$ cat src/rtl/spdl_regs.vh
`ifndef SPDL_REGS_VH
`define SPDL_REGS_VH
// Byte addresses of the registers and their aliases
`define SPDL_PLL_CFG_A0 20'h130c4
`define SPDL_PLL_CFG_A1 20'h138c4
`define SPDL_LB_CLK_A0 20'h130c8
`define SPDL_LB_CLK_A1 20'h138c8
`define SPDL_IRQ_STAT 20'h130d0
`define SPDL_IRQ_MASK 20'h130d4
// PLL global configuration fields (bit 31 is field bit 0)
`define SPDL_PRESC_HI 21
`define SPDL_PRESC_LO 20
`define SPDL_PRESC_RST 2'h2
`define SPDL_PRESC_BAD 2'h3
`define SPDL_PRSV_HI 19
`define SPDL_PRSV_LO 8
`define SPDL_PRSV_RST 12'hc05
`define SPDL_FINE_HI 7
`define SPDL_FINE_LO 6
`define SPDL_TAIL_HI 5
`define SPDL_TAIL_LO 0
// Loopback and clock select fields
`define SPDL_TEN_BIT 31
`define SPDL_RLD_HI 30
`define SPDL_RLD_LO 16
`define SPDL_RLD_RST 15'h7fff
`define SPDL_LLB_HI 15
`define SPDL_LLB_LO 12
`define SPDL_LRSV_BIT 11
`define SPDL_MODE_BIT 10
`define SPDL_ODD_BIT 9
`define SPDL_EVEN_BIT 8
// Timer prescale shift (cycles per reload step = 2^13)
`define SPDL_TICK_SHIFT 13
// Interrupt status bit positions
`define SPDL_EV_MULT 4
`define SPDL_EV_CHG 5
`define SPDL_EV_W 6
// AXI responses
`define SPDL_RESP_OK 2'h0
`define SPDL_RESP_ERR 2'h2
`endif

$ cat src/rtl/spdl_top.v
`timescale 1ns/10ps
`default_nettype none
`include "spdl_regs.vh"
module spdl_top #(
   parameter AW = 20, // AXI address width
   parameter CW = 3, // Coarse multiplier width
   parameter TICK_SHIFT = `SPDL_TICK_SHIFT // Cycles per step, log2
) (
   input wire core_clk, // System clock
   input wire rst_b, // Synchronous reset, active low
   input wire [AW-1:0] s_axi_awaddr, // Write address
   input wire s_axi_awvalid, // Write address valid
   output wire s_axi_awready, // Write address ready
   input wire [31:0] s_axi_wdata, // Write data
   input wire [3:0] s_axi_wstrb, // Write byte strobes
   input wire s_axi_wvalid, // Write data valid
   output wire s_axi_wready, // Write data ready
   output reg [1:0] s_axi_bresp, // Write response
   output reg s_axi_bvalid, // Write response valid
   input wire s_axi_bready, // Write response ready
   input wire [AW-1:0] s_axi_araddr, // Read address
   input wire s_axi_arvalid, // Read address valid
   output wire s_axi_arready, // Read address ready
   output reg [31:0] s_axi_rdata, // Read data
   output reg [1:0] s_axi_rresp, // Read response
   output reg s_axi_rvalid, // Read data valid
   input wire s_axi_rready, // Read data ready
   input wire serdes_in_reset, // Serializer held in reset
   input wire pll_enabled, // Main serializer PLL running
   input wire [CW-1:0] pll_coarse_multiplier, // Coarse multiplier
   input wire [3:0] link_powered, // Per port: powered and enabled
   input wire [3:0] link_silence, // Per port: silence seen, pulse
   input wire [3:0] link_partner_ok, // Per port: partner answered
   input wire [3:0] pkt_valid, // Per port: packet offered
   output wire [3:0] pkt_admit, // Per port: packet enters queue
   output wire [3:0] pkt_drop, // Per port: packet discarded
   output reg [3:0] tx_flush, // Per port: flush queue, pulse
   output reg [3:0] port_dead, // Per port: link declared dead
   output reg [1:0] ref_divider_select, // Reference prescaler
   output reg [1:0] pll_fine_multiplier, // Fine multiplier
   output reg [CW+4:0] pll_mult_factor, // Resulting factor
   output reg silence_timer_enable, // Shared timer enable
   output reg [14:0] silence_timer_reload, // Shared reload value
   output reg [3:0] line_loopback, // Shared line loopback
   output reg mac_mode, // Shared MAC mode
   output reg [3:0] equip_loopback, // Per channel loopback
   output wire irq // Level interrupt
);

   // Write channel holding registers
   reg aw_full_q;
   reg [AW-1:0] aw_addr_q;
   reg w_full_q;
   reg [31:0] w_data_q;
   reg [3:0] w_strb_q;
   // Stored fields with no output of their own
   reg [11:0] pll_rsv_q; // Writable reserved bits 12:23
   reg [5:0] pll_tail_q; // Writable reserved bits 26:31
   reg lb_rsv_q; // Writable reserved bit 20
   reg [`SPDL_EV_W-1:0] irq_stat_q; // Sticky events
   reg [`SPDL_EV_W-1:0] irq_mask_q; // Enables per event
   // Per-port dead-link counters
   reg [TICK_SHIFT+14:0] dl_cnt_q [0:3];
   reg [3:0] dl_run_q;

   wire do_wr; // Write happens this cycle
   wire [31:0] wmask; // Byte strobe expanded
   wire wr_pll; // Either PLL alias
   wire wr_lb0; // Loopback alias for ports 0,1
   wire wr_lb1; // Loopback alias for ports 2,3
   wire wr_stat; // Status register
   wire wr_mask; // Mask register
   wire [31:0] pll_img; // PLL register as read
   wire [31:0] lb_img0; // Loopback register, alias 0
   wire [31:0] lb_img1; // Loopback register, alias 1
   wire [31:0] pll_new; // Merged PLL write value
   wire [31:0] lb_new; // Merged loopback write value
   wire [31:0] st_new; // Merged status write value
   wire [31:0] mk_new; // Merged mask write value
   wire [1:0] presc_new; // Prescaler after merge
   wire [1:0] fine_new; // Fine multiplier after merge
   wire pll_locked_out; // PLL running, settings must not change
   wire timer_on; // Shared timer gate
   wire [3:0] dead_set; // Counter expiry this cycle
   wire [CW:0] coarse_p1; // Coarse plus one
   reg [`SPDL_EV_W-1:0] ev_set; // Events raised this cycle

   // Write channels are accepted while their holder is empty, reads while no read data waits
   assign s_axi_awready = ~aw_full_q;
   assign s_axi_wready = ~w_full_q;
   assign s_axi_arready = ~s_axi_rvalid;
   assign do_wr = aw_full_q & w_full_q & ~s_axi_bvalid;
   assign wmask = {{8{w_strb_q[3]}}, {8{w_strb_q[2]}},
                   {8{w_strb_q[1]}}, {8{w_strb_q[0]}}};

   assign wr_pll = do_wr & (aw_addr_q == `SPDL_PLL_CFG_A0 |
                            aw_addr_q == `SPDL_PLL_CFG_A1);
   assign wr_lb0 = do_wr & (aw_addr_q == `SPDL_LB_CLK_A0);
   assign wr_lb1 = do_wr & (aw_addr_q == `SPDL_LB_CLK_A1);
   assign wr_stat = do_wr & (aw_addr_q == `SPDL_IRQ_STAT);
   assign wr_mask = do_wr & (aw_addr_q == `SPDL_IRQ_MASK);

   assign pll_img = {10'h000, ref_divider_select, pll_rsv_q,
                     pll_fine_multiplier, pll_tail_q};
   assign lb_img0 = {silence_timer_enable, silence_timer_reload,
                     line_loopback, lb_rsv_q, mac_mode,
                     equip_loopback[1], equip_loopback[0], 8'h00};
   assign lb_img1 = {lb_img0[31:10], equip_loopback[3],
                     equip_loopback[2], 8'h00};

   assign pll_new = (pll_img & ~wmask) | (w_data_q & wmask);
   assign lb_new = ((aw_addr_q == `SPDL_LB_CLK_A1 ? lb_img1 : lb_img0)
                    & ~wmask) | (w_data_q & wmask);
   assign st_new = w_data_q & wmask;
   assign mk_new = ({{(32-`SPDL_EV_W){1'b0}}, irq_mask_q} & ~wmask)
                   | (w_data_q & wmask);
   assign presc_new = pll_new[`SPDL_PRESC_HI:`SPDL_PRESC_LO];
   assign fine_new = pll_new[`SPDL_FINE_HI:`SPDL_FINE_LO];
   assign pll_locked_out = ~serdes_in_reset & pll_enabled;
   assign coarse_p1 = {1'b0, pll_coarse_multiplier} + {{CW{1'b0}}, 1'b1};

   // Write response and channel holders
   always @(posedge core_clk) begin
      if (!rst_b) begin
         aw_full_q <= 1'b0;
         aw_addr_q <= {AW{1'b0}};
         w_full_q <= 1'b0;
         w_data_q <= 32'h0;
         w_strb_q <= 4'h0;
         s_axi_bvalid <= 1'b0;
         s_axi_bresp <= `SPDL_RESP_OK;
      end else begin
         // Capture address
         if (s_axi_awvalid && !aw_full_q) begin
            aw_full_q <= 1'b1;
            aw_addr_q <= s_axi_awaddr;
         end
         // Capture data
         if (s_axi_wvalid && !w_full_q) begin
            w_full_q <= 1'b1;
            w_data_q <= s_axi_wdata;
            w_strb_q <= s_axi_wstrb;
         end
         // Commit and answer
         if (do_wr) begin
            aw_full_q <= 1'b0;
            w_full_q <= 1'b0;
            s_axi_bvalid <= 1'b1;
            if (wr_pll | wr_lb0 | wr_lb1 | wr_stat | wr_mask) begin
               s_axi_bresp <= `SPDL_RESP_OK;
            end else begin
               s_axi_bresp <= `SPDL_RESP_ERR;
            end
         end else if (s_axi_bready) begin
            s_axi_bvalid <= 1'b0;
         end
      end
   end

   // Read path, answer one cycle after address
   always @(posedge core_clk) begin
      if (!rst_b) begin
         s_axi_rvalid <= 1'b0;
         s_axi_rdata <= 32'h0;
         s_axi_rresp <= `SPDL_RESP_OK;
      end else if (s_axi_arvalid && !s_axi_rvalid) begin
         s_axi_rvalid <= 1'b1;
         s_axi_rresp <= `SPDL_RESP_OK;
         case (s_axi_araddr)
            `SPDL_PLL_CFG_A0, `SPDL_PLL_CFG_A1: begin
               s_axi_rdata <= pll_img;
            end
            `SPDL_LB_CLK_A0: begin
               s_axi_rdata <= lb_img0;
            end
            `SPDL_LB_CLK_A1: begin
               s_axi_rdata <= lb_img1;
            end
            `SPDL_IRQ_STAT: begin
               s_axi_rdata <= {{(32-`SPDL_EV_W){1'b0}}, irq_stat_q};
            end
            `SPDL_IRQ_MASK: begin
               s_axi_rdata <= {{(32-`SPDL_EV_W){1'b0}}, irq_mask_q};
            end
            default: begin
               s_axi_rdata <= 32'h0;
               s_axi_rresp <= `SPDL_RESP_ERR;
            end
         endcase
      end else if (s_axi_rready) begin
         s_axi_rvalid <= 1'b0;
      end
   end

   // PLL global configuration storage
   always @(posedge core_clk) begin
      if (!rst_b) begin
         ref_divider_select <= `SPDL_PRESC_RST;
         pll_rsv_q <= `SPDL_PRSV_RST;
         pll_fine_multiplier <= 2'h0;
         pll_tail_q <= 6'h00;
      end else if (wr_pll) begin
         if (presc_new != `SPDL_PRESC_BAD) begin
            ref_divider_select <= presc_new;
         end
         pll_rsv_q <= pll_new[`SPDL_PRSV_HI:`SPDL_PRSV_LO];
         pll_fine_multiplier <= fine_new;
         pll_tail_q <= pll_new[`SPDL_TAIL_HI:`SPDL_TAIL_LO];
      end
   end

   // multiplier from both fields
   // Every operand is widened to the result width on purpose;
   // the largest product, 2 * (4 * 8 + 3), still fits in it
   always @(posedge core_clk) begin
      if (!rst_b) begin
         pll_mult_factor <= {(CW+5){1'b0}};
      end else begin
         pll_mult_factor <= {{(CW+3){1'b0}}, ref_divider_select} *
            ({2'b00, coarse_p1, 2'b00} +
             {{(CW+3){1'b0}}, pll_fine_multiplier});
      end
   end

   // Loopback register: globals and line loopback shared, equipment loopbacks per alias
   always @(posedge core_clk) begin
      if (!rst_b) begin
         silence_timer_enable <= 1'b0;
         silence_timer_reload <= `SPDL_RLD_RST;
         line_loopback <= 4'h0;
         lb_rsv_q <= 1'b0;
         mac_mode <= 1'b0;
         equip_loopback <= 4'h0;
      end else if (wr_lb0 || wr_lb1) begin
         silence_timer_enable <= lb_new[`SPDL_TEN_BIT];
         silence_timer_reload <= lb_new[`SPDL_RLD_HI:`SPDL_RLD_LO];
         line_loopback <= lb_new[`SPDL_LLB_HI:`SPDL_LLB_LO];
         lb_rsv_q <= lb_new[`SPDL_LRSV_BIT];
         mac_mode <= lb_new[`SPDL_MODE_BIT];
         if (wr_lb1) begin
            equip_loopback[3] <= lb_new[`SPDL_ODD_BIT];
            equip_loopback[2] <= lb_new[`SPDL_EVEN_BIT];
         end else begin
            equip_loopback[1] <= lb_new[`SPDL_ODD_BIT];
            equip_loopback[0] <= lb_new[`SPDL_EVEN_BIT];
         end
      end
   end

   assign timer_on = silence_timer_enable & (silence_timer_reload != 15'h0);

   genvar gi;
   generate
      for (gi = 0; gi < 4; gi = gi + 1) begin : g_port
         assign dead_set[gi] = dl_run_q[gi] &
            (dl_cnt_q[gi] == {(TICK_SHIFT+15){1'b0}});
         assign pkt_admit[gi] = pkt_valid[gi] & ~port_dead[gi];
         assign pkt_drop[gi] = pkt_valid[gi] & port_dead[gi];

         // Countdown and dead state for one port
         always @(posedge core_clk) begin
            if (!rst_b) begin
               dl_cnt_q[gi] <= {(TICK_SHIFT+15){1'b0}};
               dl_run_q[gi] <= 1'b0;
               port_dead[gi] <= 1'b0;
               tx_flush[gi] <= 1'b0;
            end else begin
               tx_flush[gi] <= 1'b0;
               if (!timer_on || !link_powered[gi] ||
                   link_partner_ok[gi]) begin
                  // Partner answered, link unpowered or timer off: link alive
                  dl_run_q[gi] <= 1'b0;
                  port_dead[gi] <= 1'b0;
               end else if (link_silence[gi] && !port_dead[gi]) begin
                  dl_cnt_q[gi] <= {silence_timer_reload,
                                   {TICK_SHIFT{1'b1}}};
                  dl_run_q[gi] <= 1'b1;
               end else if (dead_set[gi]) begin
                  dl_run_q[gi] <= 1'b0;
                  port_dead[gi] <= 1'b1;
                  tx_flush[gi] <= 1'b1;
               end else if (dl_run_q[gi]) begin
                  dl_cnt_q[gi] <= dl_cnt_q[gi] -
                     {{(TICK_SHIFT+14){1'b0}}, 1'b1};
               end
            end
         end
      end
   endgenerate

   // Events raised this cycle
   always @* begin
      ev_set = {`SPDL_EV_W{1'b0}};
      ev_set[3:0] = dead_set;
      ev_set[`SPDL_EV_MULT] = wr_pll &
         (coarse_p1 < {{(CW-1){1'b0}}, fine_new});
      ev_set[`SPDL_EV_CHG] = wr_pll & pll_locked_out &
         ((presc_new != ref_divider_select) |
          (fine_new != pll_fine_multiplier));
   end

   // Sticky status, write one to clear, set wins
   always @(posedge core_clk) begin
      if (!rst_b) begin
         irq_stat_q <= {`SPDL_EV_W{1'b0}};
         irq_mask_q <= {`SPDL_EV_W{1'b0}};
      end else begin
         if (wr_stat) begin
            irq_stat_q <= (irq_stat_q & ~st_new[`SPDL_EV_W-1:0]) | ev_set;
         end else begin
            irq_stat_q <= irq_stat_q | ev_set;
         end
         if (wr_mask) begin
            irq_mask_q <= mk_new[`SPDL_EV_W-1:0];
         end
      end
   end

   // Interrupt while any unmasked event is pending
   assign irq = |(irq_stat_q & irq_mask_q);

endmodule
`default_nettype wire

$ cat config.mk
export PLATFORM = sky130hd
export DESIGN_NAME = spdl_top
export DESIGN_NICKNAME = d
export VERILOG_FILES = /design/src/rtl/spdl_top.v
export VERILOG_INCLUDE_DIRS = /design/src /design/src/rtl
export SDC_FILE = /design/constraint.sdc
export NUM_CORES = 1
export LEC_CHECK = 0
export ABC_AREA = 1
export ABC_CLOCK_PERIOD_IN_PS = 2300
export BUFFER_PORTS_ARGS = -buffer_cell sky130_fd_sc_hd__buf_2
export CAP_MARGIN = 10
export CORE_ASPECT_RATIO = 0.6
export CORE_MARGIN = 3
export CORE_UTILIZATION = 43
export CTS_BUF_LIST = sky130_fd_sc_hd__clkbuf_8 sky130_fd_sc_hd__clkbuf_16
export CTS_CLUSTER_SIZE = 25
export DETAILED_ROUTE_END_ITERATION = 6
export PLACE_DENSITY = 0.76
export SLEW_MARGIN = 20
export SYNTH_ARGS = -nofsm -noshare
export SYNTH_HDL_FRONTEND = slang
export SYNTH_SLANG_ARGS = --single-unit
export TNS_END_PERCENT = 5
$ cat constraint.sdc
create_clock -name core_clk -period 2.3 [get_ports core_clk]
set_input_delay 0.46 -clock core_clk [delete_from_list [all_inputs] [get_ports core_clk]]
set_output_delay 0.46 -clock core_clk [all_outputs]
set_load 0.01 [all_outputs]
After elaboration in Yosys (flattened, before gate mapping). Memory sizes are Yosys's and may differ from the RTL's. Index checks and enable logic that the tools add are counted.

Output and inout bits: 95. RAM bits: 112. Bits in registers: 176. Memories kept: 1.

Bitwise logic cells: 66. Eq/ne operators: 15. Multiply operators: 1. $add $sub $neg: 6. Muxes and demuxes: 70. Reduce and logical (&&, ||, !) cells: 58. Magnitude comparators: 1.

Memories: dl_cnt_q (words 4, bits a word 28, read ports 4, clocked after Yosys merged registers in 0, wr ports 4, RTL line spdl_top.v:63) `reg [TICK_SHIFT+14:0] dl_cnt_q [0:3];`.

Operators by type and width (count): 20-bit by 17-bit == test with 1-bit output, second input constant (12); 28-bit two-way mux (8); 32-bit case mux with 5 select lines (1); 28-bit logical NOT (4); 28-bit by 1-bit subtractor with 28-bit output, second input constant (4); 32-bit AND (2); 1-bit two-way mux (57); 32-bit inverter (1); 32-bit OR (1); 1-bit AND (24); 22-bit AND (1); 22-bit OR (1); 6-bit AND (3); 6-bit OR (3); 1-bit inverter (15); 15-bit nonzero test (1); 1-bit OR (14); 2-bit AND reduction (7); 1-bit logical NOT (12); 2-bit nonzero test (6); 2-bit OR reduction (6); 3-bit OR reduction (4); 6-bit OR reduction (2); 10-bit two-way mux (1); 11 further kinds (27).

Depth between registers and ports, before layout.
Depth in word-level cells: 10. Mapped depth: 12.

Worst setup path before layout. Ideal clock, no wire load.

Kind: register to register. Start point: memory dl_cnt_q[2][0] (netlist bit). End point: memory dl_cnt_q[2][0] (netlist bit) (enable). Cell stages (with the launch flop): 11. Library setup time: 0.452 ns. Buffers on the path: 1. Data arrival time: 2.033 ns. Slack: -0.185 ns. Path through: edfxtp_1 -> inv_1 -> ha_1 -> nand2_2 -> nor2_4 -> nand2_2 -> o21ai_4 -> a21oi_4 -> inv_4 -> buf_6 -> nand2_1.

RTL lines (RTL line): start: declaration (spdl_top.v:63).

Worst setup path in the final report.
Start point: register irq_stat_q[3]. End point: output port irq.

Word-level cells in the longest chain between the ends: 2.

RTL lines: start: declaration (RTL line spdl_top.v:60) `` reg [`SPDL_EV_W-1:0] irq_stat_q; ``; start signal: assignment (RTL line spdl_top.v:305) `` irq_stat_q <= {`SPDL_EV_W{1'b0}}; ``; start signal: assignment (RTL line spdl_top.v:309) `` irq_stat_q <= (irq_stat_q & ~st_new[`SPDL_EV_W-1:0]) | ev_set; ``; start signal: assignment (RTL line spdl_top.v:311) `irq_stat_q <= irq_stat_q | ev_set;`; 6-bit AND (RTL line spdl_top.v:320) `assign irq = |(irq_stat_q & irq_mask_q);`; 6-bit OR reduction (RTL line spdl_top.v:320); end: declaration (RTL line spdl_top.v:47) `output wire irq`.

No other way between the ends.

==> impl_table.tex <==
\begin{tabular}{lr}
\hline
Metric & Value \\
\hline
\multicolumn{2}{l}{\textbf{Run status}} \\
\quad Run status & completed \\
\multicolumn{2}{l}{\textbf{Worst setup path}} \\
\quad Flop2flop setup slack & 0.16 ns \\
\quad Required time of the critical path & 1.84 ns \\
\quad Endpoint of the worst-slack reg-to-reg timing path & dl\_cnt\_q[1][19]\$\_DFFE\_PP\_ \\
\quad CP endpoint & irq \\
\quad Startpoint types & flip-flop \\
\quad Register-to-Register Path Depth & 8 \\
\quad Worst Setup Path Type & reg -> out \\
\quad Largest fanout on the critical path & 3 \\
\quad Critical path origin & irq\_stat\_q[3]\$\_SDFF\_PN0\_ \\
\quad Data arrival time of the critical path & 1.69 ns \\
\quad Reg2reg start & dl\_cnt\_q[1][7]\$\_DFFE\_PP\_ \\
\quad Type of destination of the critical path & output pin \\
\multicolumn{2}{l}{\textbf{GRT}} \\
\quad GRT Util Overall & between 20\% and 30\% \\
\quad Via count of the first global-routing pass & 13906 \\
\quad Aggregate global routing overflow & 0 \\
\quad Wire length of the first global-routing pass & 73.2 mm \\
\quad Maximum number of pins on one net before global-route repair & 129 \\
\quad Antenna violations before repair & 0 \\
\multicolumn{2}{l}{\textbf{STA}} \\
\quad Count of final hold-check violations & 0 \\
\quad Sum Neg Setup Slack & 0 ns \\
\quad Transition time at the pin with the least slew margin & 0.631 ns \\
\quad Achievable Freq & about 460 MHz \\
\quad Unrepaired setup endpoints after global routing & false \\
\quad Post-route clock period utilization & 93.6\% \\
\quad Number of endpoints failing setup at the final stage & 0 \\
\quad Smallest hold slack & $\sim$0.12 ns \\
\quad Final Slew Violations & 0 \\
\quad Worst slew margin relative to its limit & between 50\% and 60\% \\
\quad Post-route clock skew & 0.0103 ns \\
\quad Time the final worst path needs with I/O delays and setup & around 2.2 ns \\
\multicolumn{2}{l}{\textbf{Logic synthesis}} \\
\quad Most frequently used cell type in the post-synthesis netlist & sky130\_fd\_sc\_hd\_\_nand2\_1 \\
\quad Synth warn & 0 \\
\quad Fraction of the yosys area taken by sequential cells & 43.9\% \\
\quad Post-synth top cells & sky130\_fd\_sc\_hd\_\_nand2\_1 (451), sky130\_fd\_sc\_hd\_\_nor2\_1 (339), sky130\_fd\_sc\_hd\_\_nand3\_1 (226) \\
\quad Area share of the largest cell type after synthesis & 22.3\% \\
\quad Average footprint of a synthesized cell & between 7 and 8 um\^{}2 \\
\quad Post-synthesis instance area & 0.0156 mm\^{}2 \\
\quad Unique masters post-synth & 48 \\
\quad Gate Count Post-Synth & 2081 \\
\quad Leading post-synthesis cells by cell area & sky130\_fd\_sc\_hd\_\_dfxtp\_1 (22\%), sky130\_fd\_sc\_hd\_\_edfxtp\_1 (22\%), sky130\_fd\_sc\_hd\_\_nand2\_1 (11\%), sky130\_fd\_sc\_hd\_\_nor2\_1 (8.2\%), sky130\_fd\_sc\_hd\_\_nand3\_1 (7.2\%) \\
\quad Share of flip-flops with an asynchronous set or reset after synthesis & 0\% \\
\quad Total of flip-flops plus latches after synthesis & approximately 290 \\
\quad Commonest register cell after synthesis & sky130\_fd\_sc\_hd\_\_dfxtp\_1 \\
\quad Dominant cell type by area after synthesis & sky130\_fd\_sc\_hd\_\_dfxtp\_1 \\
\quad EDFF count, synth & $\sim$110 \\
\multicolumn{2}{l}{\textbf{Drt}} \\
\quad Total wire length after detailed routing & $\sim$46 mm \\
\quad DR pass1 iterations & 6 \\
\quad Violation count after the first detailed-routing iteration & around 1400 \\
\quad ANT nets after route & 0 \\
\quad Total number of vias & 14683 \\
\quad Drt via density & 5.27 \\
\quad Post-detailed-route wirelength per cell & 16.5 um \\
\quad Total DRC errors in the routed layout & 0 \\
\multicolumn{2}{l}{\textbf{Clock network}} \\
\quad TritonCTS buffer count & 28 \\
\quad Number of cells upsized or downsized after cts & 0 \\
\quad Sinks on Clock Net & approximately 290 \\
\quad CTS root buffer & sky130\_fd\_sc\_hd\_\_clkbuf\_16 \\
\quad Clock insertion delay at the later pin of the skew report & roughly 0.56 ns \\
\quad Buffer depth of the longest clock path & 3 \\
\quad Post-cts hold buffer count & 0 \\
\quad Post-CTS Setup Inserts & 0 \\
\quad Register clock-pin slew on the reported worst setup and hold paths & 0.07 ns \\
\quad \# H-tree levels & 1 \\
\quad TritonCTS clock tree & yes \\
\multicolumn{2}{l}{\textbf{Hold path}} \\
\quad Hold WC Path Type & in -> reg \\
\multicolumn{2}{l}{\textbf{Power and ir drop}} \\
\quad P\_leak & a little over 8 nW \\
\quad Areal power density over the cells & just over 600 mW/mm\^{}2 \\
\quad Maximum vdd drop & approximately 0.53 mV \\
\multicolumn{2}{l}{\textbf{Placement}} \\
\quad Post-placement cell count & 2733 \\
\quad Count of input and output buffers & 196 \\
\quad Half-perimeter wire length of the detailed placement result & 33.6 mm \\
\quad Routability congestion estimate from global placement & 0.973 \\
\multicolumn{2}{l}{\textbf{Cells and area}} \\
\quad Layout cells sized above 1 & 17.4\% \\
\quad Fill cell count & 3426 \\
\quad Synthesis-to-layout area growth & 16.9\% \\
\quad Non-filler instance count after layout & 2785 \\
\quad Final cell utilization of the core & 51.5\% \\
\quad NumNets Final & 2415 \\
\quad Number of antenna diodes & 0 \\
\multicolumn{2}{l}{\textbf{Floorplan}} \\
\quad Effective utilization at floorplan & 44.1\% \\
\quad Die Height & 154 um \\
\quad Area of the die & between 0.03 and 0.04 mm\^{}2 \\
\quad Std-Cell Rows & 53 \\
\quad Ports & 199 \\
\quad Core Footprint & 0.0354 mm\^{}2 \\
\quad Floorplan die width & 252 um \\
\multicolumn{2}{l}{\textbf{Flow run}} \\
\quad Number of maximum-capacitance constraint violations & 0 \\
\hline
\end{tabular}
## per-layer routing
layer | global-route usage, % | vias to the layer above | part of all wire (%)
li1 | - | 7242 | -
met1 | 33.7 | 6752 | 46
met2 | 35.5 | 608 | 43
met3 | 4.75 | 81 | 9.2
met4 | 6.01 | 0 | 2.6
met5 | 0 | - | 0
## cell type report
| cell class | instances | area [um^2] | area share [%] |
|---|---|---|---|
| Sequential cell | 286 | 6850 | 37.5 |
| Tap cell | 467 | 584 | 3.20 |
| Timing Repair Buffer | 264 | 1560 | 8.53 |
| Multi-Input combinational cell | 1532 | 7590 | 41.6 |
| Inverter | 184 | 698 | 3.83 |
| Clock inverter | 17 | 153 | 0.837 |
| Clock buffer | 35 | 808 | 4.43 |
## how the worst min path moves through the flow
stage / startpoint / to / cells after the start / slack [ns]
floorplan: aw_addr_q[19]$_SDFFE_PN0P_ / aw_addr_q[19]$_SDFFE_PN0P_ / 2 / 0.43
global placement: aw_addr_q[19]$_SDFFE_PN0P_ / aw_addr_q[19]$_SDFFE_PN0P_ / 2 / 0.44
detailed placement: s_axi_rdata[12]$_SDFFE_PN0P_ / s_axi_rdata[12]$_SDFFE_PN0P_ / 2 / 0.46
CTS: s_axi_awaddr[12] / aw_addr_q[12]$_SDFFE_PN0P_ / 3 / 0.10
global route: s_axi_awaddr[16] / aw_addr_q[16]$_SDFFE_PN0P_ / 3 / 0.12
finish: s_axi_wdata[3] / w_data_q[3]$_SDFFE_PN0P_ / 3 / 0.12
## logic make-up (layout without fill, tap and decap cells)
group | after synthesis | in the layout | synth area share [%]
buffers and inverters | 264 | 500 | 7.52
DFF | 286 | 286 | 43.9
xor gates and xnor gates | 91 | 91 | 5.11
adders and majority gates | 15 | 15 | 1.25
and+or+nand+nor | 1175 | 1175 | 33.8
other | 1 | 2 | 0.0240
AOI/OAI and AO/OA | 249 | 249 | 8.43
## worst max-delay path, cell delays in order, from the launching register on
cell and delay (ns):
sky130_fd_sc_hd__dfxtp_1 0.36, sky130_fd_sc_hd__a22o_1 0.22, sky130_fd_sc_hd__a221oi_1 0.20, sky130_fd_sc_hd__nand3_1 0.17, sky130_fd_sc_hd__buf_2 0.18
## stage by stage
stage	area, um^2	setup slack (ns)	power (W)
floorplan	15600	-0.0108	0.00621
global placement	17300	0.0817	0.00655
detailed placement	17300	0.0586	0.00658
CTS	18200	0.141	0.0114
global route	18200	0.0156	0.0117
finish	18200	0.147	0.0113
## placed cells by master, fill, tap and decap left out, types with 2 or more instances in the layout
cell,n
sky130_fd_sc_hd__a211oi_1,2
sky130_fd_sc_hd__a21oi_1,103
sky130_fd_sc_hd__a31oi_1,6
sky130_fd_sc_hd__and2_1,3
sky130_fd_sc_hd__buf_12,5
sky130_fd_sc_hd__buf_2,195
sky130_fd_sc_hd__buf_4,64
sky130_fd_sc_hd__bufinv_16,3
sky130_fd_sc_hd__clkbuf_16,29
sky130_fd_sc_hd__clkbuf_8,6
sky130_fd_sc_hd__clkinv_1,3
sky130_fd_sc_hd__clkinv_2,4
sky130_fd_sc_hd__conb_1,2
sky130_fd_sc_hd__dfxtp_1,174
sky130_fd_sc_hd__edfxtp_1,112
sky130_fd_sc_hd__ha_1,14
sky130_fd_sc_hd__inv_1,179
sky130_fd_sc_hd__inv_2,9
sky130_fd_sc_hd__nand2_1,450
sky130_fd_sc_hd__nand2_2,9
sky130_fd_sc_hd__nand2_4,3
sky130_fd_sc_hd__nand3_1,226
sky130_fd_sc_hd__nand3_2,3
sky130_fd_sc_hd__nand3_4,4
sky130_fd_sc_hd__nand3b_1,4
sky130_fd_sc_hd__nand4_1,43
sky130_fd_sc_hd__nor2_1,338
sky130_fd_sc_hd__nor2_2,44
sky130_fd_sc_hd__nor2_4,14
sky130_fd_sc_hd__nor2_8,3
sky130_fd_sc_hd__nor3_1,21
sky130_fd_sc_hd__nor3_2,3
sky130_fd_sc_hd__nor4_1,4
sky130_fd_sc_hd__o211ai_1,10
sky130_fd_sc_hd__o21ai_0,122
sky130_fd_sc_hd__xnor2_1,43
sky130_fd_sc_hd__xor2_1,48
## power by group
| part | internal, W | switching (W) |
|---|---|---|
| Combinational | 0.000319 | 0.000596 |
| Sequential | 0.00543 | 0.000135 |
| Clock | 0.00280 | 0.00201 |
| Total | 0.00855 | 0.00274 |
(Power assumes the default switching activity.)
